===== config.mk =====
export PLATFORM = sky130hd
export DESIGN_NAME = smbcc_port
export DESIGN_NICKNAME = d
export VERILOG_FILES = /design/src/smbcc_pkg.sv /design/src/smbcc_sync.sv /design/src/smbcc_port.sv
export VERILOG_INCLUDE_DIRS = /design/src
export SDC_FILE = /design/constraint.sdc
export NUM_CORES = 1
export LEC_CHECK = 0
export ABC_AREA = 1
export BUFFER_PORTS_ARGS = -buffer_cell sky130_fd_sc_hd__buf_4
export CAP_MARGIN = 20
export CORE_MARGIN = 3
export CORE_UTILIZATION = 25
export DETAILED_ROUTE_END_ITERATION = 10
export GPL_ROUTABILITY_DRIVEN = 0
export GPL_TIMING_DRIVEN = 0
export PLACE_DENSITY = 0.43
export SYNTH_ARGS = -nofsm -noshare
export SYNTH_HDL_FRONTEND = slang
export SYNTH_SLANG_ARGS = --single-unit

===== constraint.sdc =====
create_clock -name CLK -period 2 [get_ports CLK]
set_input_delay 0.1 -clock CLK [delete_from_list [all_inputs] [get_ports CLK]]
set_output_delay 0.1 -clock CLK [all_outputs]
set_load 0.01 [all_outputs]

===== src/smbcc_consts.svh =====
// Offsets, reset values and timing counts of the clock config port.
// Functional notes
// - Device acknowledges the starting index byte.
// - Device acknowledges byte count before data.
// - Data stored ascending from index, each acknowledged.
// - Read begins with index write, repeated start.
// - Device acknowledges address with read direction.
// - Device sends count, then registers from index.
// - Slave address latched once from select pin.
// - Enable bits reset one; zero forces disable.
// - Spread pin level reads back in bits 7:6.
// - Software spread enable, reset zero, selects source.
// - Software spread field encoding, resets to zero.
// - Software amount ignored unless enable set.
// - Amplitude field, four levels, reset value two.
// - Per-output slew select, all reset fast.
// - Disabled pair state follows stop-state field.
// - Writable five-bit readback count, reset eight.
`ifndef SMBCC_CONSTS_SVH
`define SMBCC_CONSTS_SVH

`define SMBCC_IDX_OE        8'h00
`define SMBCC_IDX_SPREAD    8'h01
`define SMBCC_IDX_SLEW      8'h02
`define SMBCC_IDX_COUNT     8'h07
`define SMBCC_IDX_STOP      8'h0b

`define SMBCC_RST_OE        8'hff
`define SMBCC_RST_SW_EN     1'h0
`define SMBCC_RST_SW_AMT    2'h0
`define SMBCC_RST_AMP       2'h2
`define SMBCC_RST_SLEW      8'hff
`define SMBCC_RST_COUNT     5'h08
`define SMBCC_RST_STOP      2'h0

`define SMBCC_ADDR_SEL_LOW  7'h68
`define SMBCC_ADDR_SEL_HIGH 7'h6a

`define SMBCC_SYNC_INIT     13'h1fe3
`define SMBCC_LATCH_WAIT    3'h5
`define SMBCC_BITS_BYTE     4'h8

`endif


===== src/smbcc_pkg.sv =====
// Types shared by the clock config port.
package smbcc_pkg;

    typedef enum logic [3:0] {
        ST_IDLE      = 4'b0000,
        ST_ADDR      = 4'b0001,
        ST_ADDR_ACK  = 4'b0010,
        ST_INDEX     = 4'b0011,
        ST_INDEX_ACK = 4'b0100,
        ST_COUNT     = 4'b0101,
        ST_COUNT_ACK = 4'b0110,
        ST_WDATA     = 4'b0111,
        ST_WDATA_ACK = 4'b1000,
        ST_RDATA     = 4'b1001,
        ST_MACK      = 4'b1010
    } smbcc_state_type;

endpackage


===== src/smbcc_sync.sv =====
// Three-stage pin synchroniser with agreement filter, one per bit.
module smbcc_sync #(
    parameter int          W    = 13,
    parameter logic [12:0] INIT = 13'h0
) (
    input  wire logic         CLK,
    input  wire logic         RST_B,
    input  wire logic [W-1:0] PIN,
    output logic      [W-1:0] LEVEL
);
    logic [W-1:0] s1_q;
    logic [W-1:0] s2_q;
    logic [W-1:0] s3_q;

    genvar i;
    generate
        for (i = 0; i < W; i++) begin : g_bit
            // A change is taken only once stages two and three agree.
            always_ff @(posedge CLK) begin
                if (!RST_B) begin
                    s1_q[i]  <= INIT[i];
                    s2_q[i]  <= INIT[i];
                    s3_q[i]  <= INIT[i];
                    LEVEL[i] <= INIT[i];
                end else begin
                    s1_q[i] <= PIN[i];
                    s2_q[i] <= s1_q[i];
                    s3_q[i] <= s2_q[i];
                    if (s2_q[i] == s3_q[i]) begin
                        LEVEL[i] <= s3_q[i];
                    end
                end
            end
        end
    endgenerate
endmodule


===== src/smbcc_port.sv =====
// SMBus slave port with the clock generator control registers.
`include "smbcc_consts.svh"
module smbcc_port (
    input  wire logic       CLK,
    input  wire logic       RST_B,
    input  wire logic       SCL,
    input  wire logic       SDA_IN,
    output logic            SDA_OUT,
    output logic            SDA_OE,
    input  wire logic       SLAVE_ADDR_SELECT_PIN,
    input  wire logic [1:0] SPREAD_PIN_LEVEL,
    input  wire logic [7:0] OUTPUT_ENABLE_PIN_B,
    output logic      [7:0] OUTPUT_RUN,
    output logic      [1:0] STOP_STATE_FIELD,
    output logic      [1:0] SPREAD_AMOUNT,
    output logic      [1:0] AMPLITUDE,
    output logic      [7:0] SLEW_SELECT_BIT_N
);
    import smbcc_pkg::*;

    // ************************************************************
    // Pin synchronisation and power-up latches
    // ************************************************************
    logic [12:0] pins_s;
    logic        scl_s;
    logic        sda_s;
    logic        addr_pin_s;
    logic [1:0]  spread_pin_s;
    logic [7:0]  oe_pin_b_s;

    smbcc_sync #(
        .W    (13),
        .INIT (`SMBCC_SYNC_INIT)
    ) u_sync (
        .CLK   (CLK),
        .RST_B (RST_B),
        .PIN   ({OUTPUT_ENABLE_PIN_B, SPREAD_PIN_LEVEL,
                 SLAVE_ADDR_SELECT_PIN, SDA_IN, SCL}),
        .LEVEL (pins_s)
    );

    assign scl_s        = pins_s[0];
    assign sda_s        = pins_s[1];
    assign addr_pin_s   = pins_s[2];
    assign spread_pin_s = pins_s[4:3];
    assign oe_pin_b_s   = pins_s[12:5];

    logic [2:0] latch_cnt_q;
    logic       latched_q;
    logic       addr_sel_q;
    logic [1:0] spread_rb_q;

    // Wait past the filter so the reset image of the pins is never caught.
    always_ff @(posedge CLK) begin
        if (!RST_B) begin
            latch_cnt_q <= 3'h0;
            latched_q   <= 1'b0;
            addr_sel_q  <= 1'b0;
            spread_rb_q <= 2'h0;
        end else if (!latched_q) begin
            if (latch_cnt_q == `SMBCC_LATCH_WAIT) begin
                latched_q   <= 1'b1;
                addr_sel_q  <= addr_pin_s;
                spread_rb_q <= spread_pin_s;
            end else begin
                latch_cnt_q <= latch_cnt_q + 3'h1;
            end
        end
    end

    // ************************************************************
    // Bus events
    // ************************************************************
    logic scl_prev_q;
    logic sda_prev_q;
    logic scl_rise;
    logic scl_fall;
    logic start_ev;
    logic stop_ev;
    logic [6:0] my_addr;

    assign scl_rise = scl_s & ~scl_prev_q;
    assign scl_fall = ~scl_s & scl_prev_q;
    assign start_ev = scl_s & scl_prev_q & sda_prev_q & ~sda_s;
    assign stop_ev  = scl_s & scl_prev_q & ~sda_prev_q & sda_s;
    assign my_addr  = addr_sel_q ? `SMBCC_ADDR_SEL_HIGH
                                 : `SMBCC_ADDR_SEL_LOW;

    // ************************************************************
    // Register file
    // ************************************************************
    logic [7:0] oe_q;
    logic       sw_en_q;
    logic [1:0] sw_amt_q;
    logic [1:0] amp_q;
    logic [7:0] slew_q;
    logic [4:0] count_q;
    logic [1:0] stop_q;
    logic [7:0] ptr_q;
    logic [7:0] rd_byte;
    logic [7:0] sh_q;
    logic [4:0] rem_q;
    logic       wr_en;
    smbcc_state_type st_q;
    logic [3:0] cnt_q;

    assign wr_en = (st_q == ST_WDATA) & scl_fall &
                   (cnt_q == `SMBCC_BITS_BYTE) & (rem_q != 5'h0);

    // Reserved bits and unmapped bytes read as zero.
    assign rd_byte =
        (ptr_q == `SMBCC_IDX_OE)     ? oe_q :
        (ptr_q == `SMBCC_IDX_SPREAD) ? {spread_rb_q, sw_en_q, sw_amt_q,
                                        1'b0, amp_q} :
        (ptr_q == `SMBCC_IDX_SLEW)   ? slew_q :
        (ptr_q == `SMBCC_IDX_COUNT)  ? {3'h0, count_q} :
        (ptr_q == `SMBCC_IDX_STOP)   ? {6'h0, stop_q} : 8'h00;

    always_ff @(posedge CLK) begin
        if (!RST_B) begin
            oe_q     <= `SMBCC_RST_OE;
            sw_en_q  <= `SMBCC_RST_SW_EN;
            sw_amt_q <= `SMBCC_RST_SW_AMT;
            amp_q    <= `SMBCC_RST_AMP;
            slew_q   <= `SMBCC_RST_SLEW;
            count_q  <= `SMBCC_RST_COUNT;
            stop_q   <= `SMBCC_RST_STOP;
        end else if (wr_en) begin
            case (ptr_q)
                `SMBCC_IDX_OE:     oe_q    <= sh_q;
                `SMBCC_IDX_SPREAD: begin
                    sw_en_q  <= sh_q[5];
                    sw_amt_q <= sh_q[4:3];
                    amp_q    <= sh_q[1:0];
                end
                `SMBCC_IDX_SLEW:   slew_q  <= sh_q;
                `SMBCC_IDX_COUNT:  count_q <= sh_q[4:0];
                `SMBCC_IDX_STOP:   stop_q  <= sh_q[1:0];
                default: begin
                end
            endcase
        end
    end

    // ************************************************************
    // Protocol engine
    // ************************************************************
    logic [7:0] tx_q;
    logic       oe_drv_q;
    logic       mack_q;
    logic       rw_match;

    assign rw_match = (sh_q[7:1] == my_addr);

    always_ff @(posedge CLK) begin
        if (!RST_B) begin
            st_q       <= ST_IDLE;
            cnt_q      <= 4'h0;
            sh_q       <= 8'h00;
            tx_q       <= 8'h00;
            ptr_q      <= 8'h00;
            rem_q      <= 5'h0;
            oe_drv_q   <= 1'b0;
            mack_q     <= 1'b0;
            scl_prev_q <= 1'b1;
            sda_prev_q <= 1'b1;
        end else begin
            scl_prev_q <= scl_s;
            sda_prev_q <= sda_s;
            if (start_ev) begin
                st_q     <= ST_ADDR;
                cnt_q    <= 4'h0;
                oe_drv_q <= 1'b0;
            end else if (stop_ev) begin
                st_q     <= ST_IDLE;
                oe_drv_q <= 1'b0;
            end else begin
                case (st_q)
                    ST_ADDR, ST_INDEX, ST_COUNT, ST_WDATA: begin
                        if (scl_rise) begin
                            sh_q  <= {sh_q[6:0], sda_s};
                            cnt_q <= cnt_q + 4'h1;
                        end else if (scl_fall &&
                                     cnt_q == `SMBCC_BITS_BYTE) begin
                            cnt_q    <= 4'h0;
                            oe_drv_q <= 1'b1;
                            case (st_q)
                                ST_ADDR: begin
                                    oe_drv_q <= rw_match;
                                    st_q <= rw_match ? ST_ADDR_ACK
                                                     : ST_IDLE;
                                end
                                ST_INDEX: begin
                                    ptr_q <= sh_q;
                                    st_q  <= ST_INDEX_ACK;
                                end
                                ST_COUNT: begin
                                    rem_q <= sh_q[4:0];
                                    st_q  <= ST_COUNT_ACK;
                                end
                                default: begin
                                    if (rem_q != 5'h0) begin
                                        ptr_q <= ptr_q + 8'h1;
                                        rem_q <= rem_q - 5'h1;
                                    end
                                    st_q <= ST_WDATA_ACK;
                                end
                            endcase
                        end
                    end
                    ST_ADDR_ACK: begin
                        if (scl_fall) begin
                            if (sh_q[0]) begin
                                tx_q     <= {3'h0, count_q};
                                // The count byte always opens with a zero.
                                oe_drv_q <= 1'b1;
                                st_q     <= ST_RDATA;
                            end else begin
                                oe_drv_q <= 1'b0;
                                st_q     <= ST_INDEX;
                            end
                        end
                    end
                    ST_INDEX_ACK, ST_COUNT_ACK, ST_WDATA_ACK: begin
                        if (scl_fall) begin
                            oe_drv_q <= 1'b0;
                            st_q <= (st_q == ST_INDEX_ACK) ? ST_COUNT
                                                           : ST_WDATA;
                        end
                    end
                    ST_RDATA: begin
                        if (scl_rise) begin
                            cnt_q <= cnt_q + 4'h1;
                        end else if (scl_fall) begin
                            if (cnt_q == `SMBCC_BITS_BYTE) begin
                                cnt_q    <= 4'h0;
                                oe_drv_q <= 1'b0;
                                st_q     <= ST_MACK;
                            end else begin
                                tx_q     <= {tx_q[6:0], 1'b0};
                                oe_drv_q <= ~tx_q[6];
                            end
                        end
                    end
                    ST_MACK: begin
                        if (scl_rise) begin
                            mack_q <= ~sda_s;
                        end else if (scl_fall) begin
                            if (mack_q) begin
                                tx_q     <= rd_byte;
                                oe_drv_q <= ~rd_byte[7];
                                ptr_q    <= ptr_q + 8'h1;
                                st_q     <= ST_RDATA;
                            end else begin
                                st_q <= ST_IDLE;
                            end
                        end
                    end
                    default: begin
                        oe_drv_q <= 1'b0;
                    end
                endcase
            end
        end
    end

    // ************************************************************
    // Outputs
    // ************************************************************
    // The pin-latched spread is used unless software control is on.
    logic [1:0] spread_d;
    logic [7:0] run_d;

    assign spread_d = sw_en_q ? sw_amt_q : spread_rb_q;
    assign run_d    = oe_q & ~oe_pin_b_s;

    always_ff @(posedge CLK) begin
        if (!RST_B) begin
            SDA_OUT           <= 1'b0;
            SDA_OE            <= 1'b0;
            OUTPUT_RUN        <= 8'h00;
            STOP_STATE_FIELD  <= `SMBCC_RST_STOP;
            SPREAD_AMOUNT     <= 2'h0;
            AMPLITUDE         <= `SMBCC_RST_AMP;
            SLEW_SELECT_BIT_N <= `SMBCC_RST_SLEW;
        end else begin
            SDA_OUT           <= 1'b0;
            SDA_OE            <= oe_drv_q;
            OUTPUT_RUN        <= run_d;
            STOP_STATE_FIELD  <= stop_q;
            SPREAD_AMOUNT     <= spread_d;
            AMPLITUDE         <= amp_q;
            SLEW_SELECT_BIT_N <= slew_q;
        end
    end
endmodule


After elaboration in Yosys (flattened, before gate mapping)
Cells that the tools add are included.

storage, ports and cells
  bits in registers = 150
  output and inout bits = 24
  logic and storage cells = 260

operators by class
  add/sub/neg operators = 4
  equal/unequal tests = 56
  muxes and demuxes = 64
  bitwise logic cells = 25
  reduce and logical (&&, ||, !) cells = 31

operators by type and width
  cell                                                              count
  8-bit 2-to-1 mux                                                  9
  4-bit 2-to-1 mux                                                  16
  7-bit 2-to-1 mux                                                  8
  4-bit inequality test (second input constant)                     9
  8-bit case mux with 2 select lines                                2
  10-bit AND reduction                                              3
  2-bit inequality test (second input constant)                     13
  7-bit case mux with 3 select lines                                1
  4-bit case mux with 5 select lines                                1
  4-bit by 3-bit == test with 1-bit output (second input constant)  4
  4-bit == test (second input constant)                             4
  1-bit 2-to-1 mux                                                  16
  2-bit AND reduction                                               7
  1-bit == test                                                     13
  1-bit inverter                                                    13
  3-bit inequality test (second input constant)                     4
  4-bit case mux with 3 select lines                                1
  11-bit AND reduction                                              1
  1-bit AND                                                         10
  2-bit 2-to-1 mux                                                  5
  5-bit 2-to-1 mux                                                  2
  5-bit case mux with 2 select lines                                1
  5-bit nonzero test                                                2
  9-bit AND reduction                                               1
  27 further kinds                                                  34

Logic depth before layout (Yosys ltp)
Gate-level depths: netlist (run 1).

  word-level depth = 11
  mapped depth = 13

Cells and area by module
A second synthesis (run 1) with hierarchy kept.

second synthesis, totals
  cell total of the unflattened synthesis = 884
  area total of the unflattened synthesis = 6382.4 um^2

modules (own cells, without submodules)
  module      instances  cells each  area each (um^2)  seq. area each (um^2)
  smbcc_port  1          669         4678.2            1961.9
  smbcc_sync  1          215         1704.1            1041.0

Worst setup path before layout (run 1)
OpenSTA, ideal clock, no wires.

  kind = reg2reg
  start = reg u_sync.LEVEL[0]
  end = reg slew_q[5]
  setup time = 137 ps
  arrival = 1504 ps
  path slack = 359 ps
  stages on the path, launching flop included = 9
  cell sequence = dfxtp_1 -> inv_1 -> ha_1 -> nand4_1 -> nor3_4 -> nand3_2 -> buf_6 -> nand2_1 -> o211ai_1

between the ends
  longest elaborated chain between the ends = 6

ends and longest elaborated chain
  item                             line               text
  start, declared                  smbcc_sync.sv:9    output logic [W-1:0] LEVEL
  start signal, assigned by index  smbcc_sync.sv:24   LEVEL[i] <= INIT[i];
  start signal, assigned by index  smbcc_sync.sv:30   LEVEL[i] <= s3_q[i];
  1-bit inverter                   smbcc_port.sv:83   assign scl_fall = ~scl_s & scl_prev_q;
  1-bit AND                        smbcc_port.sv:83
  1-bit AND (3 in series)          smbcc_port.sv:107  assign wr_en = (st_q == ST_WDATA) & scl_fall &
  2-bit AND reduction (no line)    -
  end signal, assigned             smbcc_port.sv:125  slew_q <= `SMBCC_RST_SLEW;
  end signal, assigned             smbcc_port.sv:136  `SMBCC_IDX_SLEW: slew_q <= sh_q;
  end, declared                    smbcc_port.sv:96   logic [7:0] slew_q;

Every way passes these cells.
A chain may end at the register's enable or synchronous reset.

Final worst setup path (run 1)
  start = reg u_sync.LEVEL[0]
  end = reg ptr_q[4]

between the ends
  longest elaborated chain between the ends = 5
  elaborated cells on any way between the ends = 16

ends and longest elaborated chain
  item                                                                      line                                                  text
  1-bit AND / 1-bit inverter (equally long branches)                        smbcc_port.sv:84, smbcc_port.sv:85, smbcc_port.sv:83
  1-bit AND, on equally long branches                                       smbcc_port.sv:85, smbcc_port.sv:83, smbcc_port.sv:84
  1-bit AND (tied with other cells)                                         smbcc_port.sv:85                                      assign stop_ev = scl_s & scl_prev_q & ~sda_prev_q & sda_s;
  1-bit inverter (no line) / 2-bit inequality test (equally long branches)  -
  10-bit AND reduction (no line) (*)                                        -
  end signal, assigned                                                      smbcc_port.sv:194                                     ptr_q <= sh_q;
  end signal, assigned                                                      smbcc_port.sv:203                                     ptr_q <= ptr_q + 8'h1;
  end signal, assigned                                                      smbcc_port.sv:252                                     ptr_q <= ptr_q + 8'h1;
  end, declared                                                             smbcc_port.sv:99                                      logic [7:0] ptr_q;

Mark *: on every way between the ends. The rest lies on a longest branch, timed or not.

==> results of run 1 <==
## cells in the mapped netlist (10+ instances only)
master	n
ha_1	13
dfxtp_1	150
nand2_1	157
a21oi_1	75
inv_1	83
clkbuf_1	14
o21ai_0	55
nor2_1	78
nand4_1	10
or2_2	36
nor3_1	21
o211ai_1	15
nand3_1	40
## stage by stage
stage	util, %	instances	setup TNS [ns]	hold slack, ns	setup WS [ns]
2_1_floorplan	-	822	0	0.198	0.359
6_report	31.8	1231	0	0.0976	0.175
5_1_grt	31.8	1231	0	0.127	0.00651
4_1_cts	31.5	1231	0	0.0936	0.00672
3_5_place_dp	28.5	1183	-1.38	0.289	-0.142
3_3_place_gp	28.5	1183	-1.36	0.287	-0.140
## per-layer routing
metal	part of all wire [%]	vias up	global-route usage (%)
met1	49	2519	19.2
met5	0	-	0
met4	1.3	0	4.69
met3	4.4	15	3.37
li1	-	2826	-
met2	46	95	21.8
## sequential cells by signal, summed over array words and instances (netlist names), 3 cells and up
register           flops
u_sync.LEVEL          13
latch_cnt_q            3
u_sync.s1_q           13
oe_q                   8
slew_q                 8
u_sync.s3_q           13
tx_q                   7
count_q                5
ptr_q                  8
u_sync.s2_q           13
sh_q                   8
OUTPUT_RUN             8
SLEW_SELECT_BIT_N      8
cnt_q                  4
st_q                   4
rem_q                  5
## cell type report
| type | instances | area (um2) |
|---|---|---|
| inverters | 87 | 329 |
| plain buffers | 25 | 128 |
| well taps | 324 | 405 |
| flip-flops and latches | 150 | 3010 |
| clock inverters | 15 | 163 |
| multi-input cells | 559 | 2950 |
| clock buffers | 17 | 425 |
| fillers | 2676 | 16800 |
| repair buffers | 54 | 438 |
## report_power, final
part | internal, uW | leakage [uW] | switching [uW]
logic | 522 | 0.00191 | 960
clock network | 1770 | 0.000287 | 1420
registers | 3170 | 0.00122 | 132
total | 5460 | 0.00342 | 2510
## final timing paths
path                                                    from                    endpoint  slack (ns)
worst max-delay path            u_sync.LEVEL[0]$_SDFFE_PN1N_       ptr_q[4]$_SDFFE_PN0P_        0.18
worst max register to register  u_sync.LEVEL[0]$_SDFFE_PN1N_       ptr_q[4]$_SDFFE_PN0P_        0.18
worst min register to register    u_sync.s1_q[10]$_SDFF_PN1_  u_sync.s2_q[10]$_SDFF_PN1_        0.41
worst min-delay path                                   RST_B   u_sync.s3_q[6]$_SDFF_PN1_         0.1
## tightest hold or removal path: cells and delay by family
family,cells,cell delay [ns]
buf+inv,2,0.27
simple gates,1,0.14
## cells by family after synthesis
| kind of cell | share of synthesized area, % |
|---|---|
| and+or+nand+nor | 26.8 |
| AOI/OAI and AO/OA | 15.5 |
| DFF | 47.3 |
| buffers and inverters | 7.19 |
| adders and majority gates | 2.56 |
| xor gates and xnor gates | 0.551 |
| other | 0.0590 |
## what timing repair did
item / in CTS / in global routing
pin swaps: 4 / 2
resized for setup: 2 / 20
gates cloned: 0 / 0
setup endpoints to repair: 28 / 45
setup buffers: 3 / 1
hold endpoints to repair: 13 / 0
hold buffers: 13 / 0
==> summary.md, run 1 <==
| Metric | Value |
|---|---|
| Status | `finished, final reports clean` |
| Diodes inserted | `0` |
| DRC errors left | `0` |
| Final worst path period share | `between 90% and 100%` |
| GRT overflow | `0` |
| Clock Skew | `0.00891 ns` |
| Worst slew pin tran | `0.775 ns` |
| First-pass GRT wire length | `29000 um` |
| Post-synthesis net count | `850` |
| RSZ-0062 raised after global routing | `no` |
| # rows | `57` |
| Final min period | `1.82 ns` |
| FFs w/ async S/R, synth | `0%` |
| Syn Area/Cell | `approximately 7.7 um2` |
| Clk Latency, worst-skew pair | `around 0.43 ns` |
| Synth area leaders | `dfxtp_1, nand2_1, a21oi_1` |
| VDD IR-drop max | `0.429 mV` |
| Cell Pwr Density | `1020 mW/mm2` |
| Post-route cell area | `0.00785 mm2` |
| Final Hold Viols | `0` |
| Crit Path Class | `register to register` |
| Rel. slew slack | `48.3%` |
| Leak pwr | `0.00342 uW` |
| Type of origin of the critical path | `register` |
| Via-per-instance ratio | `4.43` |
| Core Area | `0.0247 mm2` |
| CP top delay family | `simple AND/OR/NAND/NOR gates` |
| DR WL/cell | `14.8 um` |
| Final setup viols | `0` |
| Share of cells above drive strength 1 | `roughly a fifth` |
| Post-Syn Area | `0.00635 mm2` |
| Leading area contributor after synthesis | `dfxtp_1` |
| GRT Util Overall | `between 10% and 20%` |
| Power, Total | `7960 uW` |
| Fin nets | `922` |
| Critical-path cell list | `inv_1 > ha_2 > nand4_1 > buf_4 > nor2_1 > nor2_1 > nor2_2 > nand2_4 > inv_4 > nand2_1 > nand2_1 > nor2_1` |
| Initial Utilization | `25.7%` |
| Hold Path Depth | `3` |
| Final wirelength | `between 15000 and 20000 um` |
| Initial DRT Pass Iterations | `5` |
| R2R depth | `12` |
| Io pins | `39` |
| Area share of the largest cell type after synthesis | `roughly 47%` |
| Vias in the first global route | `between 5k and 6k` |
| Most frequent cells in the layout | `nand2_1, dfxtp_1, inv_1` |
| Num CTS Buffers | `17` |
| Die Span Y | `~170 um` |
| Post-DP HPWL | `13600 um` |
| Worst-path fanout max | `10` |
| Pins Over Slew Limit | `0` |
| CP Data Required Time | `2.32 ns` |
| CP Data Arrival Time | `~2.2 ns` |
| Clk slew on worst S/H paths | `0.07 ns` |
| Post-synth top flop | `dfxtp_1` |
| CTS tree | `built` |
| Vias after detailed routing | `5455` |
| Fmax | `548 MHz` |
| Worst path buffer plus inverter count | `3` |
| WP depth | `12` |
| Commonest non-fill, non-tap cell in the layout | `nand2_1` |
| Register area share after synthesis | `47.3%` |
| Max cap viols | `0` |
| Area growth syn-to-layout | `23.5%` |
| Placed cell area | `0.00704 mm2` |
| Clock Tree Root | `clkbuf_16` |
| Seq cells post-synth | `150` |
| Hold crit path type | `primary input to register` |
| Die X | `165 um` |
| Post-DRT Antenna Nets | `0` |
| DRT iter0 DRCs | `a little under 400` |
| Number of flops mapped to enable cells by yosys | `0` |
| Most numerous cell on the critical path | `nor2_1` |
| Initial antenna violation count | `0` |
| CTS max path bufs | `2` |
| Port Buf Inserts | `37` |
| Clock sink count | `150` |
| CP max-delay cell | `dfxtp_1` |
| Crit. End Element | `register` |
| Yosys warnings | `0` |
| Full die area | `0.0274 mm2` |
| CP max stage delay | `approximately 0.34 ns` |
| Cell variety after synth | `42` |
| Largest net degree at the start of global routing | `17` |
| Syn Inst Count | `slightly above 800` |
| H-tree Lvls | `4` |
No activity file was read; power rests on OpenSTA's default activity.
==> run 2: changes to the inputs <==
CELL_PAD_IN_SITES_DETAIL_PLACEMENT = 0   (was unset)
CELL_PAD_IN_SITES_GLOBAL_PLACEMENT = 2   (was unset)
PLACE_DENSITY = 0.62   (was 0.43)
==> summary.md, run 2 (synthesized netlist as in run 1, its figures left out) <==
| Metric | Value |
|---|---|
| RR Endpoint | `tx_q[6]$_SDFFE_PN0P_` |
| RSZ-0062 raised after global routing | `yes` |
| Clock Tree Root | `clkbuf_16` |
| Storage element area | `0.00301 mm2 (about the same)` |
| Hold crit path type | `primary input to register` |
| Initial DRT Pass Iterations | `5 (unchanged)` |
| Crit. End Element | `register` |
| Leak pwr | `0.00343 uW (+0.40%)` |
| Fmax | `540 MHz (-1.4%)` |
| Via-per-instance ratio | `4.38 (-1.1%)` |
| Final wirelength | `19200 um (+5.2%)` |
| Diodes inserted | `0 (unchanged)` |
| Vias in the first global route | `5189 (-0.94%)` |
| Final setup viols | `0 (unchanged)` |
| Worst R2R Setup Slack | `0.15 ns (-0.03 ns)` |
| Most frequent cells in the layout | `nand2_1, dfxtp_1, inv_1` |
| CP top delay family | `simple AND/OR/NAND/NOR gates` |
| Internal power | `5590 uW (+2.4%)` |
| Core Area | `0.0247 mm2 (unchanged)` |
| Final worst path period share | `92.5% (+1.3 points)` |
| Final Hold Viols | `0 (unchanged)` |
| Type of origin of the critical path | `register` |
| Status | `finished, final reports clean` |
| Io pins | `39 (unchanged)` |
| Post-route cell area | `0.00788 mm2 (+0.49%)` |
| Most numerous cell on the critical path | `inv_1` |
| Comb pwr share | `18.1% (-0.5 points)` |
| # fillers | `2715 (+1.5%)` |
| Commonest non-fill, non-tap cell in the layout | `nand2_1` |
| Worst hold endpoint | `u_sync.s3_q[6]$_SDFF_PN1_` |
| Switching Fraction | `31.5% (about the same)` |
| Clk slew on worst S/H paths | `0.07 ns (about the same)` |
| Rel. slew slack | `44.0% (-4.4 points)` |
| WP depth | `8 (-4)` |
| First-pass GRT wire length | `30200 um (+4.1%)` |
| DR WL/cell | `15.6 um (+5.3%)` |
| GRT overflow | `0 (unchanged)` |
| Max cap viols | `0 (unchanged)` |
| Part of the power in registers | `40.4% (-1.0 points)` |
| CP Data Required Time | `2.30 ns (-0.02 ns)` |
| DP Worst Slack | `-0.200 ns (-0.0580 ns)` |
| Multi-input gate area | `0.00296 mm2 (+0.30%)` |
| Critical-path cell list | `inv_1 > nand4_1 > nor2_2 > inv_1 > nand3_1 > nand2_1 > o21ai_0 > a21oi_1` |
| # rows | `57 (unchanged)` |
| CTS max path bufs | `2 (unchanged)` |
| Worst slew pin tran | `0.841 ns (+0.0658 ns)` |
| Hold Path Depth | `3 (unchanged)` |
| Clock Skew | `0.0130 ns (+0.00405 ns)` |
| Port Buf Inserts | `37 (unchanged)` |
| DRT iter0 DRCs | `318 (-18%)` |
| Area growth syn-to-layout | `24.1%` |
| Net switching power | `2570 uW (+2.5%)` |
| Cell total after placement | `1183 (unchanged)` |
| GRT Util Overall | `14.7% (+0.65 points)` |
| Final min period | `1.85 ns (+0.0261 ns)` |
| Die Span Y | `165 um (unchanged)` |
| Hold Startpoint | `RST_B` |
| Initial Utilization | `25.7% (unchanged)` |
| Clock power frac | `41.5% (+1.5 points)` |
| Worst path buffer plus inverter count | `2 (-1)` |
| VDD IR-drop max | `0.491 mV (+14%)` |
| Fin nets | `921 (-0.11%)` |
| Die X | `165 um (unchanged)` |
| Worst R2R Start | `ptr_q[6]$_SDFFE_PN0P_` |
| Num CTS Buffers | `17 (unchanged)` |
| Largest net degree at the start of global routing | `17 (unchanged)` |
| Full die area | `0.0274 mm2 (unchanged)` |
| Post-DP HPWL | `14300 um (+5.1%)` |
| Cell Pwr Density | `1040 mW/mm2 (+2.0%)` |
| Clock sink count | `150 (unchanged)` |
| CP max-delay cell | `dfxtp_1` |
| H-tree Lvls | `4 (unchanged)` |
| Crit Path Class | `register to register` |
| Clk Latency, worst-skew pair | `0.43 ns (about the same)` |
| CP max stage delay | `0.38 ns (+0.04 ns)` |
| Final WS setup | `0.149 ns (-0.0261 ns)` |
| Initial antenna violation count | `0 (unchanged)` |
| DRC errors left | `0 (unchanged)` |
| Worst-path fanout max | `5 (-5)` |
| Pins Over Slew Limit | `0 (unchanged)` |
| Placed cell area | `0.00704 mm2 (unchanged)` |
| Share of cells above drive strength 1 | `19.4% (+0.021 points)` |
| CTS tree | `built` |
| Util after Layout | `31.9% (+0.16 points)` |
| Vias after detailed routing | `5389 (-1.2%)` |
| CP Data Arrival Time | `2.15 ns (about the same)` |
| R2R depth | `8 (-4)` |
| Final Non-Filler Cells | `1230 (-0.081%)` |
| Post-DRT Antenna Nets | `0 (unchanged)` |
| Power, Total | `8160 uW (+2.5%)` |
==> run 2: changes by cell type in the layout (fill, tap and decap cells not counted), moves of 2 or more <==
cell      change
o21ai_0       -2
o21ai_1       +2
nand2_2       +2
nor3_2        -2
clkinv_4      -3
==> run 2: layout make-up <==
| cell class | count | share of cell area, % |
|---|---|---|
| plain buffers | 24 | 1.52 |
| clock buffers | 17 | 5.40 |
| clock inverters | 15 | 2.36 |
| inverters | 87 | 4.17 |
| multi-input cells | 559 | 37.5 |
| flip-flops and latches | 150 | 38.1 |
| well taps | 324 | 5.14 |
| repair buffers | 54 | 5.71 |
==> run 2: worst max path at each step <==
stage                                 start                      to  slack [ns]
2_1_floorplan  u_sync.LEVEL[0]$_SDFFE_PN1N_  slew_q[5]$_SDFFE_PN1P_        0.36
3_3_place_gp   u_sync.LEVEL[0]$_SDFFE_PN1N_  slew_q[5]$_SDFFE_PN1P_       -0.24
3_5_place_dp   u_sync.LEVEL[0]$_SDFFE_PN1N_  slew_q[5]$_SDFFE_PN1P_       -0.20
4_1_cts        u_sync.LEVEL[0]$_SDFFE_PN1N_  slew_q[5]$_SDFFE_PN1P_       0.005
5_1_grt               ptr_q[5]$_SDFFE_PN0P_    tx_q[5]$_SDFFE_PN0P_       -0.01
6_report              ptr_q[6]$_SDFFE_PN0P_    tx_q[6]$_SDFFE_PN0P_        0.15
==> run 2: worst reg2reg max path, cell delays in order (launching register included) <==
cell and delay (ns):
dfxtp_1 0.38, inv_1 0.12, nand4_1 0.26, nor2_2 0.24, inv_1 0.14, nand3_1 0.12, nand2_1 0.05, o21ai_0 0.30
a21oi_1 0.11
==> run 2: repair_timing <==
| action | CTS | global route |
|---|---|---|
| hold buffers | 13 | 0 |
| setup endpoints to repair | 38 | 59 |
| resized for setup | 3 | 23 |
| pin swaps | 3 | 2 |
| endpoints found under the hold margin | 13 | 0 |
| setup buffers | 2 | 2 |
==> run 2: power groups by stage <==
stage                     Sequential [uW]  Clock (uW)  Combinational, uW
after detailed placement             3360           0               1430
after floorplan                      3320           0               1090
after global placement               3370           0               1440
after CTS                            3300        3500               1470
after global routing                 3320        3620               1690
final                                3300        3380               1480
==> run 2: per-layer routing <==
| metal | routed length [um] | global-route usage, % | vias up |
|---|---|---|---|
| met5 | 0 | 0 | - |
| met4 | 248 | 4.05 | 0 |
| li1 | - | - | 2826 |
| met3 | 448 | 2.57 | 12 |
| met2 | 8760 | 23.6 | 61 |
| met1 | 9750 | 20.4 | 2490 |
==> run 2: metrics by stage <==
stage                     setup TNS [ns]  hold slack [ns]
after detailed placement           -3.70            0.290
final                                  0           0.0918
after CTS                              0           0.0724
after floorplan                        0            0.198
after global routing             -0.0216           0.0971
after global placement             -4.87            0.287
==> run 3: changes to the inputs <==
ABC_AREA = unset   (was 1)
PLACE_DENSITY = 0.59   (was 0.62)
==> summary.md, run 3 <==
| Metric | Value |
|---|---|
| CP Data Required Time | `2.33 ns (+0.03 ns)` |
| Die Span Y | `168 um (+1.6%)` |
| Yosys warnings | `0 (unchanged)` |
| Hold crit path type | `primary input to register` |
| Cell Pwr Density | `780 mW/mm2 (-25%)` |
| Full die area | `0.0282 mm2 (+3.1%)` |
| Worst path buffer plus inverter count | `2 (unchanged)` |
| Worst slew pin tran | `0.856 ns (+0.0155 ns)` |
| Cell variety after synth | `78 (+86%)` |
| CTS max path bufs | `2 (unchanged)` |
| Share of cells above drive strength 1 | `19.0% (-0.40 points)` |
| First-pass GRT wire length | `30300 um (+0.27%)` |
| Power, Total | `6490 uW (-20%)` |
| FFs w/ async S/R, synth | `0% (unchanged)` |
| Syn Area/Cell | `9.20 um2 (+19%)` |
| GRT overflow | `0 (unchanged)` |
| # fillers | `2613 (-3.8%)` |
| Post-DRT Antenna Nets | `0 (unchanged)` |
| Type of origin of the critical path | `register` |
| Area share of the largest cell type after synthesis | `45.8% (-1.5 points)` |
| Leak pwr | `0.00329 uW (-4.1%)` |
| CP max-delay cell | `or4b_1` |
| Post-synthesis net count | `741 (-13%)` |
| Crit. End Element | `register` |
| Syn Inst Count | `713 (-13%)` |
| Post-Syn Area | `0.00656 mm2 (+3.2%)` |
| Commonest non-fill, non-tap cell in the layout | `dfxtp_1` |
| Die X | `168 um (+1.6%)` |
| Clk Latency, worst-skew pair | `0.43 ns (about the same)` |
| Via-per-instance ratio | `4.73 (+7.9%)` |
| VDD IR-drop max | `0.533 mV (+8.4%)` |
| Worst-path fanout max | `6 (+1)` |
| Post-DP HPWL | `13400 um (-6.4%)` |
| Core Area | `0.0255 mm2 (+3.2%)` |
| Io pins | `39 (unchanged)` |
| GRT Util Overall | `13.8% (-0.94 points)` |
| Leading area contributor after synthesis | `dfxtp_1` |
| Area growth syn-to-layout | `26.9%` |
| DP Worst Slack | `-0.393 ns (-0.193 ns)` |
| CP top delay family | `simple AND/OR/NAND/NOR gates` |
| Final setup TNS | `0 ns (unchanged)` |
| Largest net degree at the start of global routing | `19 (+2)` |
| H-tree Lvls | `4 (unchanged)` |
| Rel. slew slack | `42.9% (-1.0 points)` |
| Crit Path Class | `register to register` |
| Initial antenna violation count | `0 (unchanged)` |
| Synth area leaders | `dfxtp_1, mux2i_1, nand2b_1` |
| Most frequent cells in the layout | `dfxtp_1, nor2_1, nand2_1` |
| Max cap viols | `0 (unchanged)` |
| Vias in the first global route | `5235 (+0.89%)` |
| CTS tree | `built` |
| DRC errors left | `0 (unchanged)` |
| DR WL/cell | `17.2 um (+9.9%)` |
| Initial DRT Pass Iterations | `5 (unchanged)` |
| CP Data Arrival Time | `2.28 ns (+0.13 ns)` |
| Pins Over Slew Limit | `0 (unchanged)` |
| CP max stage delay | `0.52 ns (+0.14 ns)` |
| Final min period | `1.94 ns (+0.0923 ns)` |
| DRT iter0 DRCs | `424 (+33%)` |
| Clk slew on worst S/H paths | `0.07 ns (about the same)` |
| Diodes inserted | `0 (unchanged)` |
| Final Hold Viols | `0 (unchanged)` |
| Clock Skew | `0.0180 ns (+0.00501 ns)` |
| Final setup viols | `0 (unchanged)` |
| Register area share after synthesis | `45.8% (-1.5 points)` |
| Clock Tree Root | `clkbuf_16` |
| Top-count cell post-synth | `dfxtp_1` |
| Final wirelength | `19500 um (+1.3%)` |
| Status | `finished, final reports clean` |
| # rows | `58 (+1.8%)` |
| Fmax | `515 MHz (-4.8%)` |
| Post-synth top flop | `dfxtp_1` |
| Final WS setup | `0.0570 ns (-0.0923 ns)` |
| Port Buf Inserts | `37 (unchanged)` |
| Number of flops mapped to enable cells by yosys | `0 (unchanged)` |
| Seq cells post-synth | `150 (unchanged)` |
| Num CTS Buffers | `17 (unchanged)` |
| Final worst path period share | `97.1% (+4.6 points)` |
| Synth cell count leaders | `dfxtp_1, nor2_1, nand2_1, nand2b_1, mux2i_1` |
| RSZ-0062 raised after global routing | `yes` |
| Fin nets | `819 (-11%)` |
| Initial Utilization | `25.8% (about the same)` |
| Clock sink count | `150 (unchanged)` |
| Vias after detailed routing | `5360 (-0.54%)` |
| Critical-path cell list | `inv_4 > ha_4 > nand3b_1 > buf_4 > nor2_4 > o211ai_1 > or4b_1 > a31oi_1` |
==> run 3: cell count changes after synthesis, moves of 11 or more <==
| cell | previous run | this run |
|---|---|---|
| a21oi_1 | 75 | 43 |
| and2_1 | 1 | 14 |
| clkbuf_1 | 14 | 28 |
| inv_1 | 83 | 16 |
| mux2i_1 | 0 | 45 |
| nand2_1 | 157 | 65 |
| nand2b_1 | 0 | 47 |
| nand3_1 | 40 | 24 |
| nor2b_1 | 0 | 11 |
| o211ai_1 | 15 | 4 |
| o21ai_0 | 55 | 26 |
| or2_2 | 36 | 0 |
==> run 3: kinds of logic after synthesis <==
group / after synthesis / synth area share [%]
other cells: 1 / 0.0572
flops: 150 / 45.8
buf+inv: 64 / 5.26
fa+ha+maj: 13 / 2.48
compound gates: 143 / 14.1
xor+xnor: 4 / 0.534
mux: 46 / 7.04
simple gates: 292 / 24.8
==> run 3: tightest hold or removal path: stages <==
cell and delay [ns]:
buf_4 0.14, nand2_1 0.21, a31oi_1 0.07
==> run 3: final timing paths <==
path,start,end,slack [ns],depth (start not counted)
max,u_sync.LEVEL[0]$_SDFFE_PN1N_,rem_q[0]$_SDFFE_PN0P_,0.06,8
min,RST_B,st_q[2]$_SDFFE_PP0P_,0.15,3
max reg2reg,u_sync.LEVEL[0]$_SDFFE_PN1N_,rem_q[0]$_SDFFE_PN0P_,0.06,8
min reg2reg,u_sync.s1_q[12]$_SDFF_PN1_,u_sync.s2_q[12]$_SDFF_PN1_,0.40,1
==> run 3: through the flow <==
step	hold slack (ns)	utilization (%)	cell area, um2	cells
floorplan	0.201	-	6560	713
global placement	0.282	28.5	7250	1080
detailed placement	0.285	28.5	7250	1080
CTS	0.130	32.0	8140	1127
global route	0.158	32.7	8330	1134
finish	0.151	32.7	8330	1134
==> run 3: layout make-up <==
class / count / area, um2 / area share [%]
Multi-Input combinational cell: 499 / 3380 / 40.6
Sequential cell: 150 / 3020 / 36.2
Timing Repair Buffer: 63 / 548 / 6.58
Clock buffer: 17 / 425 / 5.11
Tap cell: 330 / 413 / 4.96
Buffer: 44 / 294 / 3.53
Clock inverter: 15 / 183 / 2.19
Inverter: 16 / 62.6 / 0.751
==> run 3: repair_timing <==
| item | in CTS | in global routing |
|---|---|---|
| endpoints found under the hold margin | 13 | 0 |
| hold buffers | 13 | 0 |
| cloned | 0 | 1 |
| setup buffers | 4 | 8 |
| resized for setup | 25 | 32 |
| endpoints found under the setup margin | 61 | 54 |
| pin swaps | 6 | 14 |
==> run 3: per-layer routing <==
layer | vias up | share of wire [%] | global-route usage (%)
met5 | - | 0 | 0
met4 | 0 | 1.6 | 4.20
met3 | 23 | 3.3 | 2.68
met2 | 106 | 45 | 21.6
met1 | 2587 | 50 | 19.2
li1 | 2644 | - | -
==> run 3: power breakdown <==
| group | internal, uW | switching (uW) | total [uW] |
|---|---|---|---|
| Combinational | 80.9 | 109 | 190 |
| Clock | 1700 | 1560 | 3250 |
| Sequential | 3030 | 20.8 | 3050 |
